--- config.mk ---
export PLATFORM = sky130hd
export DESIGN_NAME = power_mode_clock_event_regs
export DESIGN_NICKNAME = d
export VERILOG_FILES = /design/src/rtl/pump_clock_divider.v /design/src/rtl/power_mode_clock_event_regs.v
export VERILOG_INCLUDE_DIRS = /design/src /design/src/rtl
export SDC_FILE = /design/constraint.sdc
export NUM_CORES = 1
export LEC_CHECK = 0
export BUFFER_PORTS_ARGS = -buffer_cell sky130_fd_sc_hd__clkbuf_2
export CAP_MARGIN = 20
export CORE_MARGIN = 5
export CORE_UTILIZATION = 47
export CTS_BUF_LIST = sky130_fd_sc_hd__clkbuf_8
export DETAILED_ROUTE_END_ITERATION = 10
export PLACE_DENSITY = 0.81
export SYNTH_ARGS = -nofsm -noshare
export SYNTH_HDL_FRONTEND = slang
export SYNTH_HIERARCHICAL = 1
export SYNTH_SLANG_ARGS = --single-unit
--- constraint.sdc ---
create_clock -name pclk -period 2.1 [get_ports pclk]
set_input_delay 0 -clock pclk [delete_from_list [all_inputs] [get_ports pclk]]
set_output_delay 0 -clock pclk [all_outputs]
set_load 0.02 [all_outputs]
--- src/rtl/pwr_clk_event_regs.vh ---
// Register offsets, field positions, reset values and timing for the power-mode and clock-event block.
// Assumes a 32-bit APB with word-aligned byte addresses; included by its bare name.
`ifndef PWR_CLK_EVENT_REGS_VH
`define PWR_CLK_EVENT_REGS_VH
// ==========================================================================
// Register byte offsets.
`define OFS_POWER_MODE_CONTROL 6'h00
`define OFS_CHARGE_PUMP_TIMING 6'h04
`define OFS_POWER_EVENT_FLAGS 6'h08
`define OFS_POWER_EVENT_ENABLES 6'h0c
`define OFS_SYSTEM_CLOCK_CONTROL 6'h10
`define OFS_OSC_CONTROL 6'h14
`define OFS_SYSTEM_PROTECT_KEY 6'h18
// ==========================================================================
// Protect key and power-mode codes.
`define PROTECT_KEY 16'h0096
`define PMODE_AUTO 3'h0
`define PMODE_NORMAL 3'h2
`define PMODE_ECONOMY 3'h3
`define PMODE_SUPER_ECO 3'h5
// ==========================================================================
// Field positions.
`define SCLK_WAKE_EN_BIT 15
`define SCLK_WAKE_DIV_HI 13
`define SCLK_WAKE_DIV_LO 12
`define SCLK_WAKE_SRC_HI 9
`define SCLK_WAKE_SRC_LO 8
`define SCLK_ACT_DIV_HI 5
`define SCLK_ACT_DIV_LO 4
`define SCLK_ACT_SRC_HI 1
`define SCLK_ACT_SRC_LO 0
`define OSC_LS_EN_BIT 0
`define OSC_SD_EN_BIT 1
// Event flag bit positions.
`define EV_MODE_DONE 0
`define EV_INTERNAL_OSCILLATOR_STABLE 1
`define EV_LS_STABLE 2
`define EV_HS_STABLE 3
`define EV_LS_STOP 4
`define EV_TRIM_DONE 5
`define EV_COUNT 6
// ==========================================================================
// Reset values and clock-source codes.
`define RST_ZERO16 16'h0000
`define SRC_INTERNAL_OSC 2'h0
`define SRC_LOW_SPEED_OSC 2'h1
`define SRC_HIGH_SPEED_OSC 2'h2
`define SRC_EXTERNAL_CLK 2'h3
// Sleep-entry delay in microseconds, and the system clock rate in kHz.
`define SLEEP_DELAY_US 1000
`define PCLK_KHZ 25000
`endif

--- src/rtl/pump_clock_divider.v ---
// Charge-pump clock divider: divides the synchronised low-speed clock by 32, 64, 128 or 256.
// Assumes ls_clk_sync is already in the pclk domain; the output toggles on its rising edges.
`timescale 1ns/100ps
module pump_clock_divider
(
  input wire pclk,
  input wire presetn,
  input wire ls_clk_sync,
  input wire [1:0] div_sel,
  output reg pump_clk_r
);
  reg ls_prev_r;
  reg [6:0] cnt_r;
  wire ls_rise;
  wire [6:0] half_limit;
  // Half period in low-speed edges: 16 << div_sel, minus one.
  assign half_limit = (7'h10 << div_sel) - 7'h01;
  assign ls_rise = ls_clk_sync & ~ls_prev_r;
  // Count low-speed rising edges and toggle at each half period.
  always @(posedge pclk or negedge presetn)
  begin
    if (!presetn)
    begin
      ls_prev_r <= 1'b0;
      cnt_r <= 7'h00;
      pump_clk_r <= 1'b0;
    end
    else
    begin
      ls_prev_r <= ls_clk_sync;
      if (ls_rise)
      begin
        if (cnt_r >= half_limit)
        begin
          cnt_r <= 7'h00;
          pump_clk_r <= ~pump_clk_r;
        end
        else
        begin
          cnt_r <= cnt_r + 7'h01;
        end
      end
    end
  end
endmodule // pump_clock_divider

--- src/rtl/power_mode_clock_event_regs.v ---
// Power-generator mode control, charge-pump clock select, clock-event flags and system clock register.
// Assumes an APB master on pclk; oscillator status inputs are asynchronous and synchronised here.
//
// Notes on behaviour
// RULE1: Mode done on leaving super economy, or auto normal-to-economy.
// RULE2: Internal oscillator stabilised sets its flag.
// RULE3: Low-speed oscillator stabilised sets its flag.
// RULE4: High-speed oscillator stabilised sets its flag.
// RULE5: Low-speed stop or enable falling sets stop flag.
// RULE6: Trim completion sets trim-done flag.
// RULE7: Flags read pending; write one clears, zero ignored.
// RULE8: Interrupt only for set and enabled flags.
// RULE9: Mode done set only while low-speed oscillator runs.
// RULE10: Auto mode sleep entry sets mode done after 1ms.
// RULE11: Software disables mode-done interrupt before low-speed sleep.
// RULE12: Power mode codes decode; reset to automatic.
// RULE13: Reserved power mode writes store automatic.
// RULE14: Charge pump clock is low-speed divided 32..256.
// RULE15: Wake switching enable sits at bit fifteen.
// RULE16: Protected fields writable only after key 0x0096.
// RULE17: Wake with switching copies wake fields to active.
// RULE18: Clock source codes internal, low, high, external.
// RULE19: Simultaneous set and clear leaves flag set.
//
// The implementer's own choices: register access over APB and the placing of the registers.
`timescale 1ns/100ps
`include "pwr_clk_event_regs.vh"
module power_mode_clock_event_regs
#(
  parameter SLEEP_DELAY_CYCLES = ((`SLEEP_DELAY_US * `PCLK_KHZ) / 1000)
)
(
  input wire pclk,
  input wire presetn,
  input wire psel,
  input wire penable,
  input wire pwrite,
  input wire [31:0] paddr,
  input wire [31:0] pwdata,
  output reg [31:0] prdata,
  output wire pready,
  output wire pslverr,
  input wire low_speed_clock,
  input wire low_speed_osc_running,
  input wire internal_oscillator_stable_done,
  input wire low_speed_stable_done,
  input wire high_speed_stable_done,
  input wire trim_done,
  input wire regulator_settled,
  input wire cpu_sleeping,
  input wire fast_clock_active,
  input wire wake_event,
  output wire [2:0] power_mode_field,
  output wire pump_clock,
  output wire [1:0] active_source,
  output wire [1:0] active_divider,
  output wire low_speed_osc_enable,
  output wire stop_detector_enable,
  output wire irq
);
  // ==========================================================================
  // Input synchronisers.
  localparam NSYNC = 10;
  reg [NSYNC-1:0] sync1_r;
  reg [NSYNC-1:0] sync2_r;
  reg [NSYNC-1:0] prev_r;
  wire [NSYNC-1:0] async_in;
  wire [NSYNC-1:0] rise;
  assign async_in = {low_speed_clock, wake_event, fast_clock_active, cpu_sleeping, regulator_settled,
    trim_done, high_speed_stable_done, low_speed_stable_done, internal_oscillator_stable_done, low_speed_osc_running};
  // Two flops per pin, then a third stage used only for edge detection.
  always @(posedge pclk or negedge presetn)
  begin
    if (!presetn)
    begin
      sync1_r <= {NSYNC{1'b0}};
      sync2_r <= {NSYNC{1'b0}};
      prev_r <= {NSYNC{1'b0}};
    end
    else
    begin
      sync1_r <= async_in;
      sync2_r <= sync1_r;
      prev_r <= sync2_r;
    end
  end
  assign rise = sync2_r & ~prev_r;
  wire ls_running_s = sync2_r[0];
  wire regulator_settled_rise = rise[5];
  wire sleeping_s = sync2_r[6];
  wire sleep_entry = rise[6];
  wire fast_active_s = sync2_r[7];
  wire wake_rise = rise[8];
  wire ls_clk_s = sync2_r[9];
  // ==========================================================================
  // Registers.
  reg [2:0] pmode_r;
  reg [1:0] pump_div_r;
  reg [`EV_COUNT-1:0] flags_r;
  reg [`EV_COUNT-1:0] enables_r;
  reg wake_en_r;
  reg [1:0] wake_div_r;
  reg [1:0] wake_src_r;
  reg [1:0] act_div_r;
  reg [1:0] act_src_r;
  reg ls_en_r;
  reg sd_en_r;
  reg unlocked_r;
  reg [2:0] prev_mode_r;
  reg pending_r;
  reg [2:0] pend_from_r;
  reg [2:0] pend_to_r;
  reg sleep_timer_on_r;
  reg [31:0] sleep_cnt_r;
  reg fast_before_sleep_r;
  reg [`EV_COUNT-1:0] ev_set;
  // Decode power mode writes; reserved codes store automatic.
  function [2:0] decode_mode;
    input [2:0] code;
    begin
      case (code)
        `PMODE_NORMAL: decode_mode = `PMODE_NORMAL;
        `PMODE_ECONOMY: decode_mode = `PMODE_ECONOMY;
        `PMODE_SUPER_ECO: decode_mode = `PMODE_SUPER_ECO;
        default: decode_mode = `PMODE_AUTO; // RULE12 RULE13
      endcase
    end
  endfunction
  // ==========================================================================
  // APB decode: zero-wait, always ready, error on unmapped addresses.
  wire access = psel & penable;
  wire wr = access & pwrite;
  wire [5:0] addr = paddr[5:0];
  wire mapped = (paddr[31:6] == 26'h0) && (addr[1:0] == 2'h0) && (addr <= `OFS_SYSTEM_PROTECT_KEY);
  wire wr_ok = wr & mapped;
  wire wp_ok = wr_ok & unlocked_r; // RULE16
  assign pready = 1'b1;
  assign pslverr = access & ~mapped;
  // Automatic-mode track: the regulator itself decides; here normal is assumed before economy.
  wire ls_stop = sync2_r[0] == 1'b0 && prev_r[0] == 1'b1;
  // Event detection.
  always @*
  begin
    ev_set = {`EV_COUNT{1'b0}};
    ev_set[`EV_INTERNAL_OSCILLATOR_STABLE] = rise[1]; // RULE2
    ev_set[`EV_LS_STABLE] = rise[2]; // RULE3
    ev_set[`EV_HS_STABLE] = rise[3]; // RULE4
    ev_set[`EV_TRIM_DONE] = rise[4]; // RULE6
    ev_set[`EV_LS_STOP] = ls_stop |
      (wp_ok && addr == `OFS_OSC_CONTROL && ((ls_en_r & ~pwdata[`OSC_LS_EN_BIT]) |
      (sd_en_r & ~pwdata[`OSC_SD_EN_BIT]))); // RULE5
    ev_set[`EV_MODE_DONE] = ls_running_s & // RULE9
      ((pending_r && regulator_settled_rise &&
        ((pend_from_r == `PMODE_SUPER_ECO && pend_to_r != `PMODE_SUPER_ECO) || // RULE1
         (pend_to_r == `PMODE_AUTO && pend_from_r == `PMODE_NORMAL))) ||
       (sleep_timer_on_r && sleep_cnt_r == SLEEP_DELAY_CYCLES - 1)); // RULE10
  end
  // Flags: set wins over write-one clear.
  always @(posedge pclk or negedge presetn)
  begin
    if (!presetn)
    begin
      flags_r <= {`EV_COUNT{1'b0}};
    end
    else if (wr_ok && addr == `OFS_POWER_EVENT_FLAGS)
    begin
      flags_r <= (flags_r & ~pwdata[`EV_COUNT-1:0]) | ev_set; // RULE7 RULE19
    end
    else
    begin
      flags_r <= flags_r | ev_set;
    end
  end
  // Mode transition tracking and sleep-entry timer in automatic mode.
  always @(posedge pclk or negedge presetn)
  begin
    if (!presetn)
    begin
      prev_mode_r <= `PMODE_AUTO;
      pending_r <= 1'b0;
      pend_from_r <= `PMODE_AUTO;
      pend_to_r <= `PMODE_AUTO;
      sleep_timer_on_r <= 1'b0;
      sleep_cnt_r <= 32'h0;
      fast_before_sleep_r <= 1'b0;
    end
    else
    begin
      prev_mode_r <= pmode_r;
      fast_before_sleep_r <= fast_active_s;
      if (prev_mode_r != pmode_r)
      begin
        pending_r <= 1'b1;
        pend_from_r <= prev_mode_r;
        pend_to_r <= pmode_r;
      end
      else if (regulator_settled_rise)
      begin
        pending_r <= 1'b0;
      end
      if (pmode_r == `PMODE_AUTO && sleep_entry && fast_before_sleep_r)
      begin
        sleep_timer_on_r <= 1'b1; // RULE10
        sleep_cnt_r <= 32'h0;
      end
      else if (sleep_timer_on_r)
      begin
        if (!sleeping_s || sleep_cnt_r == SLEEP_DELAY_CYCLES - 1)
        begin
          sleep_timer_on_r <= 1'b0;
        end
        else
        begin
          sleep_cnt_r <= sleep_cnt_r + 32'h1;
        end
      end
    end
  end
  // ==========================================================================
  // Control register writes, protect key and wake-up reload.
  always @(posedge pclk or negedge presetn)
  begin
    if (!presetn)
    begin
      pmode_r <= `PMODE_AUTO;
      pump_div_r <= 2'h0;
      enables_r <= {`EV_COUNT{1'b0}};
      wake_en_r <= 1'b0;
      wake_div_r <= 2'h0;
      wake_src_r <= `SRC_INTERNAL_OSC;
      act_div_r <= 2'h0;
      act_src_r <= `SRC_INTERNAL_OSC; // RULE18
      ls_en_r <= 1'b0;
      sd_en_r <= 1'b0;
      unlocked_r <= 1'b0;
    end
    else
    begin
      if (wr_ok && addr == `OFS_SYSTEM_PROTECT_KEY)
      begin
        unlocked_r <= (pwdata[15:0] == `PROTECT_KEY); // RULE16
      end
      if (wr_ok && addr == `OFS_POWER_EVENT_ENABLES)
      begin
        enables_r <= pwdata[`EV_COUNT-1:0];
      end
      if (wp_ok && addr == `OFS_POWER_MODE_CONTROL)
      begin
        pmode_r <= decode_mode(pwdata[2:0]); // RULE12 RULE13
      end
      if (wp_ok && addr == `OFS_CHARGE_PUMP_TIMING)
      begin
        pump_div_r <= pwdata[1:0]; // RULE14
      end
      if (wp_ok && addr == `OFS_OSC_CONTROL)
      begin
        ls_en_r <= pwdata[`OSC_LS_EN_BIT];
        sd_en_r <= pwdata[`OSC_SD_EN_BIT];
      end
      if (wake_rise && wake_en_r)
      begin
        act_src_r <= wake_src_r; // RULE17
        act_div_r <= wake_div_r;
      end
      else if (wp_ok && addr == `OFS_SYSTEM_CLOCK_CONTROL)
      begin
        wake_en_r <= pwdata[`SCLK_WAKE_EN_BIT]; // RULE15
        wake_div_r <= pwdata[`SCLK_WAKE_DIV_HI:`SCLK_WAKE_DIV_LO];
        wake_src_r <= pwdata[`SCLK_WAKE_SRC_HI:`SCLK_WAKE_SRC_LO];
        act_div_r <= pwdata[`SCLK_ACT_DIV_HI:`SCLK_ACT_DIV_LO];
        act_src_r <= pwdata[`SCLK_ACT_SRC_HI:`SCLK_ACT_SRC_LO]; // RULE18
      end
    end
  end
  // ==========================================================================
  // Read data, registered on the setup cycle of a read.
  always @(posedge pclk or negedge presetn)
  begin
    if (!presetn)
    begin
      prdata <= 32'h0;
    end
    else if (psel && !penable && !pwrite)
    begin
      prdata <= 32'h0;
      case (addr)
        `OFS_POWER_MODE_CONTROL: prdata[2:0] <= pmode_r;
        `OFS_CHARGE_PUMP_TIMING: prdata[1:0] <= pump_div_r;
        `OFS_POWER_EVENT_FLAGS: prdata[`EV_COUNT-1:0] <= flags_r; // RULE7
        `OFS_POWER_EVENT_ENABLES: prdata[`EV_COUNT-1:0] <= enables_r;
        `OFS_SYSTEM_CLOCK_CONTROL:
        begin
          prdata[`SCLK_WAKE_EN_BIT] <= wake_en_r;
          prdata[`SCLK_WAKE_DIV_HI:`SCLK_WAKE_DIV_LO] <= wake_div_r;
          prdata[`SCLK_WAKE_SRC_HI:`SCLK_WAKE_SRC_LO] <= wake_src_r;
          prdata[`SCLK_ACT_DIV_HI:`SCLK_ACT_DIV_LO] <= act_div_r;
          prdata[`SCLK_ACT_SRC_HI:`SCLK_ACT_SRC_LO] <= act_src_r;
        end
        `OFS_OSC_CONTROL: prdata[1:0] <= {sd_en_r, ls_en_r};
        `OFS_SYSTEM_PROTECT_KEY: prdata[0] <= unlocked_r;
        default: prdata <= 32'h0;
      endcase
    end
  end
  // Charge-pump clock from the divided low-speed clock.
  pump_clock_divider u_pump_div
  (
    .pclk(pclk),
    .presetn(presetn),
    .ls_clk_sync(ls_clk_s),
    .div_sel(pump_div_r),
    .pump_clk_r(pump_clock)
  ); // RULE14
  // Outputs.
  assign irq = |(flags_r & enables_r); // RULE8
  assign power_mode_field = pmode_r;
  assign active_source = act_src_r;
  assign active_divider = act_div_r;
  assign low_speed_osc_enable = ls_en_r;
  assign stop_detector_enable = sd_en_r;
endmodule // power_mode_clock_event_regs

# Word-level counts from Yosys, hierarchy flattened
# Cells that the tools add are included.
word_totals:
  reg_bits: 122
  out_inout_bits: 45
op_classes:
  n_addsub: 3
  magnitude_cmp: 2
  eq_ne: 16
  shift: 1
  n_mux: 23
  bitwise: 25
  n_reduce_logical: 39
ops:
  columns: ["op", "count"]
  rows:
  - ["$mux 32", 3]
  - ["$add 32x1->32 const B", 1]
  - ["$eq 32x15->1 const B", 1]
  - ["$logic_not 26->1", 1]
  - ["$logic_and 1x1->1", 21]
  - ["$eq 6x5->1 const B", 3]
  - ["$eq 16x8->1 const B", 1]
  - ["$and 6x6->6", 2]
  - ["$eq 6x4->1 const B", 2]
  - ["$mux 2", 6]
  - ["$or 6x6->6", 2]
  - ["$and 1x1->1", 9]
  - ["$and 9x9->9", 1]
  - ["$eq 3x2->1 const B", 3]
  - ["$not 9->9", 1]
  - ["$pmux 3 s3", 1]
  - ["$add 7x1->7 const B", 1]
  - ["$ge 7x7->1", 1]
  - ["$mux 7", 1]
  - ["$not 1->1", 7]
  - ["$pmux 1 s7", 1]
  - ["$shl 5x2->7 const A", 1]
  - ["$sub 7x1->7 const B", 1]
  - ["$eq 3x3->1 const B", 2]
  - ["21 further kinds", 36]

# Logic depth before layout (Yosys ltp)
# Gate-level depths: netlist (run 1).
depth:
  ltp_word: 10
  ltp_mapped: 7
  ltp_nobuf: 6

# Cells and area by module
# Netlist (run 1), hierarchy kept.
modules_own_cells:
  columns: ["mod", "n_inst", "cells_each", "area_per_inst_um2", "seq_area_each_um2"]
  rows:
  - ["power_mode_clock_event_regs", 1, 474, 5243.8, 2802.7]
  - ["pump_clock_divider", 1, 49, 499.2, 225.2]

# Worst setup path before layout (run 1)
# Ideal clock, no wire load.
synth_path:
  path_type: "register to register"
  start: "register sleep_cnt_r[0]"
  end: "register sleep_cnt_r[6]"
  setup_ps: 119
  arrival_time_ps: 1751
  required_ps: 1981
  setup_slack_ps: 230
  path_stages_with_launch: 8
  cell_sequence: "dfrtp_1 ha_1 and4_1 nand4_1 o21ai_1 buf_2 o31a_1 o21a_1"
synth_via:
  elab_chain_cells: 4
synth_rtl:
  columns: ["item", "line_no", "source"]
  rows:
  - ["start, declared", "power_mode_clock_event_regs.v:114", "reg [31:0] sleep_cnt_r;"]
  - ["start signal, assigned", "power_mode_clock_event_regs.v:214", "sleep_cnt_r <= sleep_cnt_r + 32'h1;"]
  - ["$add 32x1->32 / $eq 32x15->1 (equally long branches)", "power_mode_clock_event_regs.v:214, power_mode_clock_event_regs.v:208", null]
  - ["$mux 32 / $logic_or 1x1->1 (equally long branches)", "power_mode_clock_event_regs.v:208", "if (!sleeping_s || sleep_cnt_r == SLEEP_DELAY_CYCLES - 1)"]
  - ["$mux 32 / $ne 2x2->1 (equally long branches)", null, null]
  - ["$mux 32 / $reduce_and 2->1 (equally long branches)", null, null]
# Parallel ways exist; a longest one is shown, timed or not. The select of a mux whose other input is x is not followed.
# A chain may end at the register's enable or synchronous reset.

# Final worst setup path (run 1)
layout_path:
  start: "register sleep_cnt_r[11]"
  end: "register sleep_cnt_r[2]"
layout_via:
  elab_chain_cells: 4
layout_rtl:
  columns: ["item", "line_no"]
  rows:
  - ["$eq 32x15->1", "power_mode_clock_event_regs.v:208"]
  - ["$logic_or 1x1->1", "power_mode_clock_event_regs.v:208"]
  - ["$ne 2x2->1 (no source line)", null]
  - ["$reduce_and 2->1 (no source line)", null]
# No other way between the ends.

==> flow_summary.json, run 1 <==
{
  "status": "finished, final reports clean",
  "skew_ns": 0.00663,
  "grt_pass1_wl_um": 22400,
  "ys.warnings.count": 6,
  "die_area_mm2": 0.0145,
  "clk_pin_slew_worst_paths_ns": 0.07,
  "cts.sinks": 121,
  "pin_count": 124,
  "critPathMaxFanout": 5,
  "synthTopCellsByArea": "dfrtp_1, xor2_1, nand2_1, nor2_1, buf_4",
  "drtIter0Drc": 327,
  "synthesis.area_mm2": 0.00574,
  "globalRouteOverflowTotal": 0,
  "tritoncts": "done",
  "synth_seq_cells": 121,
  "synthTopCellsByCount": "dfrtp_1, nand2_1, nor2_1",
  "drc": 0,
  "start_kind": "register",
  "whs_ns": 0.0349,
  "wl_um": 13400,
  "fin_crit_sh_pct": 91.7,
  "dp_cells": 759,
  "clockBufferDepth": 2,
  "dr.pass1.iters": 4,
  "antenna_found_initial": 0,
  "post_cts_buffers": 0,
  "pwr-share-seq_pct": 47.1,
  "nFillCells": 956,
  "grt_max_degree": 72,
  "slew_headroom_pct": 55.2,
  "clkPwrFrac_pct": 44.1,
  "die_y_um": 121,
  "cap_violations": 0,
  "yosysTopAreaCell": "dfrtp_1",
  "route.vias.total": 4465,
  "start_util_pct": 47.8,
  "combPwrFrac_pct": 8.8,
  "routabilityCongestion": 0.883,
  "finalSetupTns_ns": 0,
  "finalHoldViolCount": 0,
  "crit_type": "register to register",
  "core_area_mm2": 0.0120,
  "ir_worst_vdd_mv": 0.769,
  "ant_nets": 0,
  "nets": 743,
  "fp.dieW_um": 121,
  "crit_path_end_kind": "register",
  "stdcell_count": 819,
  "synth-edff-count": 0,
  "crit_required_ns": 2.39,
  "dominantRegCellSynth": "dfrtp_1",
  "yosysTopAreaCellShare_pct": 52.7,
  "fmax_ghz": 0.519,
  "powerDensity_mw_per_mm2": 743,
  "synthCells": 523,
  "rsz0062_at_grt": "false",
  "drive_above_1_share_pct": 25.9,
  "syn2layout_area_growth_pct": 23.9,
  "wl_per_cell_um": 16.3,
  "period_minus_slack_ns": 1.93,
  "port_buffers": 85,
  "seq_area_frac_synth_pct": 52.7,
  "crit_arrival_ns": 2.22,
  "clockRootBuffer": "clkbuf_8",
  "fp-row-count": 40,
  "cts_buffers": 17,
  "maxSlewViolCount": 0,
  "grt_pass1_vias": 4647,
  "clock_latency_ns": 0.42,
  "async_flop_share_pct": 100,
  "finalSetupViolations": 0,
  "grt_util_all_layers_pct": 19.2,
  "tightestPinTransition_ns": 0.669,
  "place_hpwl_um": 9640,
  "syn_area_per_cell_um2": 11.0,
  "switching_share_pct": 24.6,
  "leakage_nw": 3.52,
  "viasPerCell": 5.45,
  "min_path_type": "primary input to register",
  "p_int_w": 0.00398,
  "synth.most_common_cell": "dfrtp_1",
  "synth.distinct_cells": 65,
  "p_sw_w": 0.00130,
  "n_antenna_cell": 0,
  "htree_levels": 4
}
critical path, stage by stage, from the launching register on:
cell and delay (ns):
dfrtp_1 0.46, nor4_1 0.35, nand4_1 0.28, buf_4 0.24, o211ai_1 0.23, xor2_1 0.19
nor2_1 0.06
path summary, 6_finish.rpt:
| kind | cells after the start | endpoint | slack [ns] | start |
|---|---|---|---|---|
| setup / recovery | 6 | sleep_cnt_r[2] | 0.17 | sleep_cnt_r[11] |
| hold / removal | 3 | prdata[1] | 0.03 | paddr[3] |
| setup reg to reg | 6 | sleep_cnt_r[2] | 0.17 | sleep_cnt_r[11] |
| hold reg to reg | 0 | prev_r[7] | 0.35 | sync2_r[7] |
| max in group asynchronous | 3 | sleep_cnt_r[4] | 0.93 | presetn |
| min in group asynchronous | 3 | sleep_cnt_r[6] | 0.15 | presetn |
cell families (layout without fill, tap and decap cells):
group                    Yosys count  count (layout)  share of synthesized area (%)
XOR/XNOR                          31              31                           4.73
adder cells (fa/ha/maj)            5               5                           1.09
buffers and inverters             53             182                           4.97
AO/OA/AOI/OAI                     60              60                           7.02
AND/OR/NAND/NOR                  213             213                           21.5
other                              2              22                          0.131
multiplexers                      38              38                           7.82
flip-flops                       121             121                           52.7
cells in the final DEF, fill, tap and decap left out, drive strengths merged, types with 3 or more instances in the layout:
cell type	synthesis	routed
ha	5	5
nor2	45	45
mux2	23	23
mux2i	13	13
buf	28	21
inv	17	20
xor2	28	28
nand3b	4	4
a22o	4	4
clkinv	0	4
nor4b	3	3
dfrtp	121	121
nand3	20	20
or3	5	5
conb	2	22
o211ai	8	8
o21ai	18	18
and3	17	17
a21oi	13	13
dlygate4sd3	0	28
nand4	20	20
bufinv	0	4
nor4	16	16
nand2	48	48
and2	3	3
a22oi	5	5
or4	3	3
nor2b	6	6
and4	5	5
clkbuf	8	103
xnor2	3	3
nor3	9	9
routing by layer:
layer  vias up  part of all wire [%]  track usage (%)
met5         -                     0                0
met4         0                  0.88             4.82
met3        14                   6.6             5.71
met2       159                    52             32.7
met1      2197                    40             24.0
li1       2095                     -                -
per-stage QoR:
stage / total power (W) / util (%) / cell area, um^2 / setup WS, ns
2_1_floorplan: 0.00279 / - / 5820 / 0.230
3_3_place_gp: 0.00293 / 53.0 / 6370 / 0.226
3_5_place_dp: 0.00296 / 53.0 / 6370 / 0.165
4_1_cts: 0.00534 / 59.2 / 7110 / 0.160
5_1_grt: 0.00551 / 59.2 / 7110 / 0.0313
6_report: 0.00528 / 59.2 / 7110 / 0.174
power by group through the flow:
stage	combinational, W	clock (W)	sequential (W)
floorplan	0.000260	0	0.00253
global placement	0.000401	0	0.00253
detailed placement	0.000422	0	0.00254
CTS	0.000467	0.00238	0.00249
global route	0.000518	0.00249	0.00250
finish	0.000464	0.00233	0.00249
area by class of cell:
cell class | count | area, um^2 | area share, %
timing repair buffer | 133 | 871 | 12.2
tap | 147 | 184 | 2.59
clock buffer | 19 | 262 | 3.68
sequential | 121 | 3030 | 42.6
clock inverter | 13 | 194 | 2.73
inverter | 17 | 63.8 | 0.897
multi-input combinational | 369 | 2510 | 35.3
state kept, by name (all words and copies together) (netlist names), 6 cells and up:
signal	cells
sleep_cnt_r	32
prdata	11
sync1_r	10
sync2_r	10
prev_r	9
u_pump_div/cnt_r	7
enables_r	6
flags_r	6
timing repair:
action	CTS	global route
hold buffers	28	0
endpoints found under the setup margin	0	3
endpoints found under the hold margin	161	0
gates resized for setup	0	1
Power figures use the tool's default switching activity.
==> inputs of run 2 (changes only) <==
--- a/config.mk
+++ b/config.mk
@@ -13,6 +13,7 @@
 export CTS_BUF_LIST = sky130_fd_sc_hd__clkbuf_8
 export DETAILED_ROUTE_END_ITERATION = 10
 export PLACE_DENSITY = 0.81
+export RECOVER_POWER = 50
 export SYNTH_ARGS = -nofsm -noshare
 export SYNTH_HDL_FRONTEND = slang
 export SYNTH_HIERARCHICAL = 1
==> constraint.sdc (replaced) <==
create_clock -name pclk -period 2.48 [get_ports pclk]
set_input_delay 0 -clock pclk [delete_from_list [all_inputs] [get_ports pclk]]
set_output_delay 0 -clock pclk [all_outputs]
set_load 0.02 [all_outputs]
==> flow_summary.json, run 2 (synthesis results as in run 1) <==
{
  "place_area_mm2": 0.00627,
  "antenna_found_initial": 0,
  "htree_levels": 4,
  "cts.repair.resized": 0,
  "largest_register": "sleep_cnt_r",
  "switching_share_pct": 24.5,
  "critPathMaxFanout": 7,
  "violations": "capacitance limit, slew limit",
  "preCtsSetupSlack_ns": 0.440,
  "ir_worst_vdd_mv": 0.438,
  "grt_pass1_vias": 4497,
  "fmax_ghz": 0.457,
  "start_util_pct": 47.8,
  "route.vias.total": 4364,
  "routabilityCongestion": 0.848,
  "clkPwrFrac_pct": 42.1,
  "fin_crit_sh_pct": 88.3,
  "dr.pass1.iters": 5,
  "layout_common_cells": "dfrtp_1, clkbuf_2, nand2_1",
  "crit_arrival_ns": 2.50,
  "globalRouteOverflowTotal": 0,
  "clk_pin_slew_worst_paths_ns": 0.07,
  "largest_reg_flops": 32,
  "n_antenna_cell": 0,
  "p_int_w": 0.00324,
  "cap_violations": 1,
  "tightestPinTransition_ns": 1.83,
  "port_buffers": 85,
  "wl_um": 12700,
  "r2r_cells": 6,
  "wl_per_cell_um": 15.8,
  "whs_ns": 0.0729,
  "drive_above_1_share_pct": 24.1,
  "die_area_mm2": 0.0145,
  "design_area_mm2": 0.00697,
  "reg_top3": "sleep_cnt_r: 32 flops, prdata: 11 flops",
  "start_kind": "primary input",
  "crit_path_end_kind": "register",
  "leakage_nw": 3.43,
  "rsz0062_at_grt": "false",
  "slew_headroom_pct": -22.0,
  "hold_depth": 4,
  "place_hpwl_um": 9210,
  "period_minus_slack_ns": 2.19,
  "maxSlewViolCount": 35,
  "core_area_mm2": 0.0120,
  "fp.dieW_um": 121,
  "fp-row-count": 40,
  "ant_nets": 0,
  "crit_slowest_cell": "dlygate4sd3_1",
  "post-route-util_pct": 58.0,
  "drc": 0,
  "p_sw_w": 0.00105,
  "finalSetupTns_ns": 0,
  "syn2layout_area_growth_pct": 21.4,
  "cts.sinks": 121,
  "nets": 732,
  "grt_pass1_wl_um": 21300,
  "crit_chain": "dlygate4sd3_1 > clkbuf_2 > nor3_4 > dlygate4sd3_1 > nand3b_1 > inv_1 > and3_1 > mux2_1",
  "min_path_type": "primary input to register",
  "tritoncts": "done",
  "crit_type": "primary input to register",
  "crit_required_ns": 2.80,
  "skew_ns": 0.00774,
  "grt_util_all_layers_pct": 18.2,
  "pwr-share-seq_pct": 49.1,
  "critPathMaxStageDelay_ns": 0.66,
  "drtIter0Drc": 289,
  "layout_commonest_cell": "dfrtp_1",
  "clockRootBuffer": "clkbuf_8",
  "pin_count": 124,
  "grt_max_degree": 61,
  "die_y_um": 121,
  "powerDensity_mw_per_mm2": 616,
  "cts_buffers": 17,
  "clockBufferDepth": 2,
  "nFillCells": 983,
  "fin_ws_ns": 0.290,
  "clock_latency_ns": 0.43,
  "finalHoldViolCount": 0,
  "path_common_cell": "dlygate4sd3_1",
  "status": "complete, but fails checks",
  "viasPerCell": 5.41,
  "combPwrFrac_pct": 8.9,
  "finalSetupViolations": 0
}
==> run 2: cell count changes in the layout (fill, tap and decap cells not counted), moves of 2 or more <==
cell,previous run,this run
buf_4,20,6
clkinv_2,0,4
clkinv_4,4,0
clkinvlp_4,2,4
dlygate4sd3_1,28,30
==> run 2: layout make-up <==
type	count	area (um^2)	share of cell area, %
clock buffer	19	262	3.75
timing repair buffer	122	781	11.2
tap	147	184	2.64
clock inverter	12	149	2.14
multi-input combinational	369	2500	35.9
sequential	121	3030	43.4
inverter	17	63.8	0.915
==> run 2: timing repair <==
item / 4_1_cts / 5_1_grt
hold buffers: 30 / 0
endpoints found under the hold margin: 144 / 0
setup buffers: 0 / 0
==> run 2: power by group through the flow <==
| stage | Clock, W | Combinational, W | Sequential [W] |
|---|---|---|---|
| floorplan | 0 | 0.000220 | 0.00214 |
| global placement | 0 | 0.000335 | 0.00214 |
| detailed placement | 0 | 0.000348 | 0.00215 |
| CTS | 0.00185 | 0.000385 | 0.00211 |
| global route | 0.00194 | 0.000424 | 0.00212 |
| finish | 0.00181 | 0.000381 | 0.00211 |
==> run 2: path summary, 6_finish.rpt <==
kind / startpoint / endpoint / slack [ns]
worst min register to register: sync1_r[0] / sync2_r[0] / 0.35
worst max-delay path: paddr[5] / enables_r[2] / 0.29
min in group asynchronous: presetn / sleep_cnt_r[5] / 0.60
max in group asynchronous: presetn / enables_r[3] / 0.58
worst min-delay path: psel / prdata[0] / 0.07
worst max register to register: sleep_cnt_r[0] / sleep_cnt_r[28] / 0.41
==> run 2: per-stage QoR <==
| stage | total power, W | instances |
|---|---|---|
| final | 0.00430 | 807 |
| after global placement | 0.00248 | 746 |
| after detailed placement | 0.00249 | 746 |
| after CTS | 0.00435 | 807 |
| after global routing | 0.00448 | 807 |
| after floorplan | 0.00236 | 543 |
==> run 2: layer usage <==
layer	share of wire, %	GRT usage (%)	up-vias
li1	-	-	2071
met1	41	22.4	2147
met2	52	31.2	129
met3	5.9	5.43	17
met4	0.89	5.31	0
met5	0	0	-
==> run 2: critical path, delay by kind of cell <==
kind / cells / cell delay (ns)
buffers and inverters: 4 / 1.39
and+or+nand+nor: 3 / 0.75
muxes: 1 / 0.37
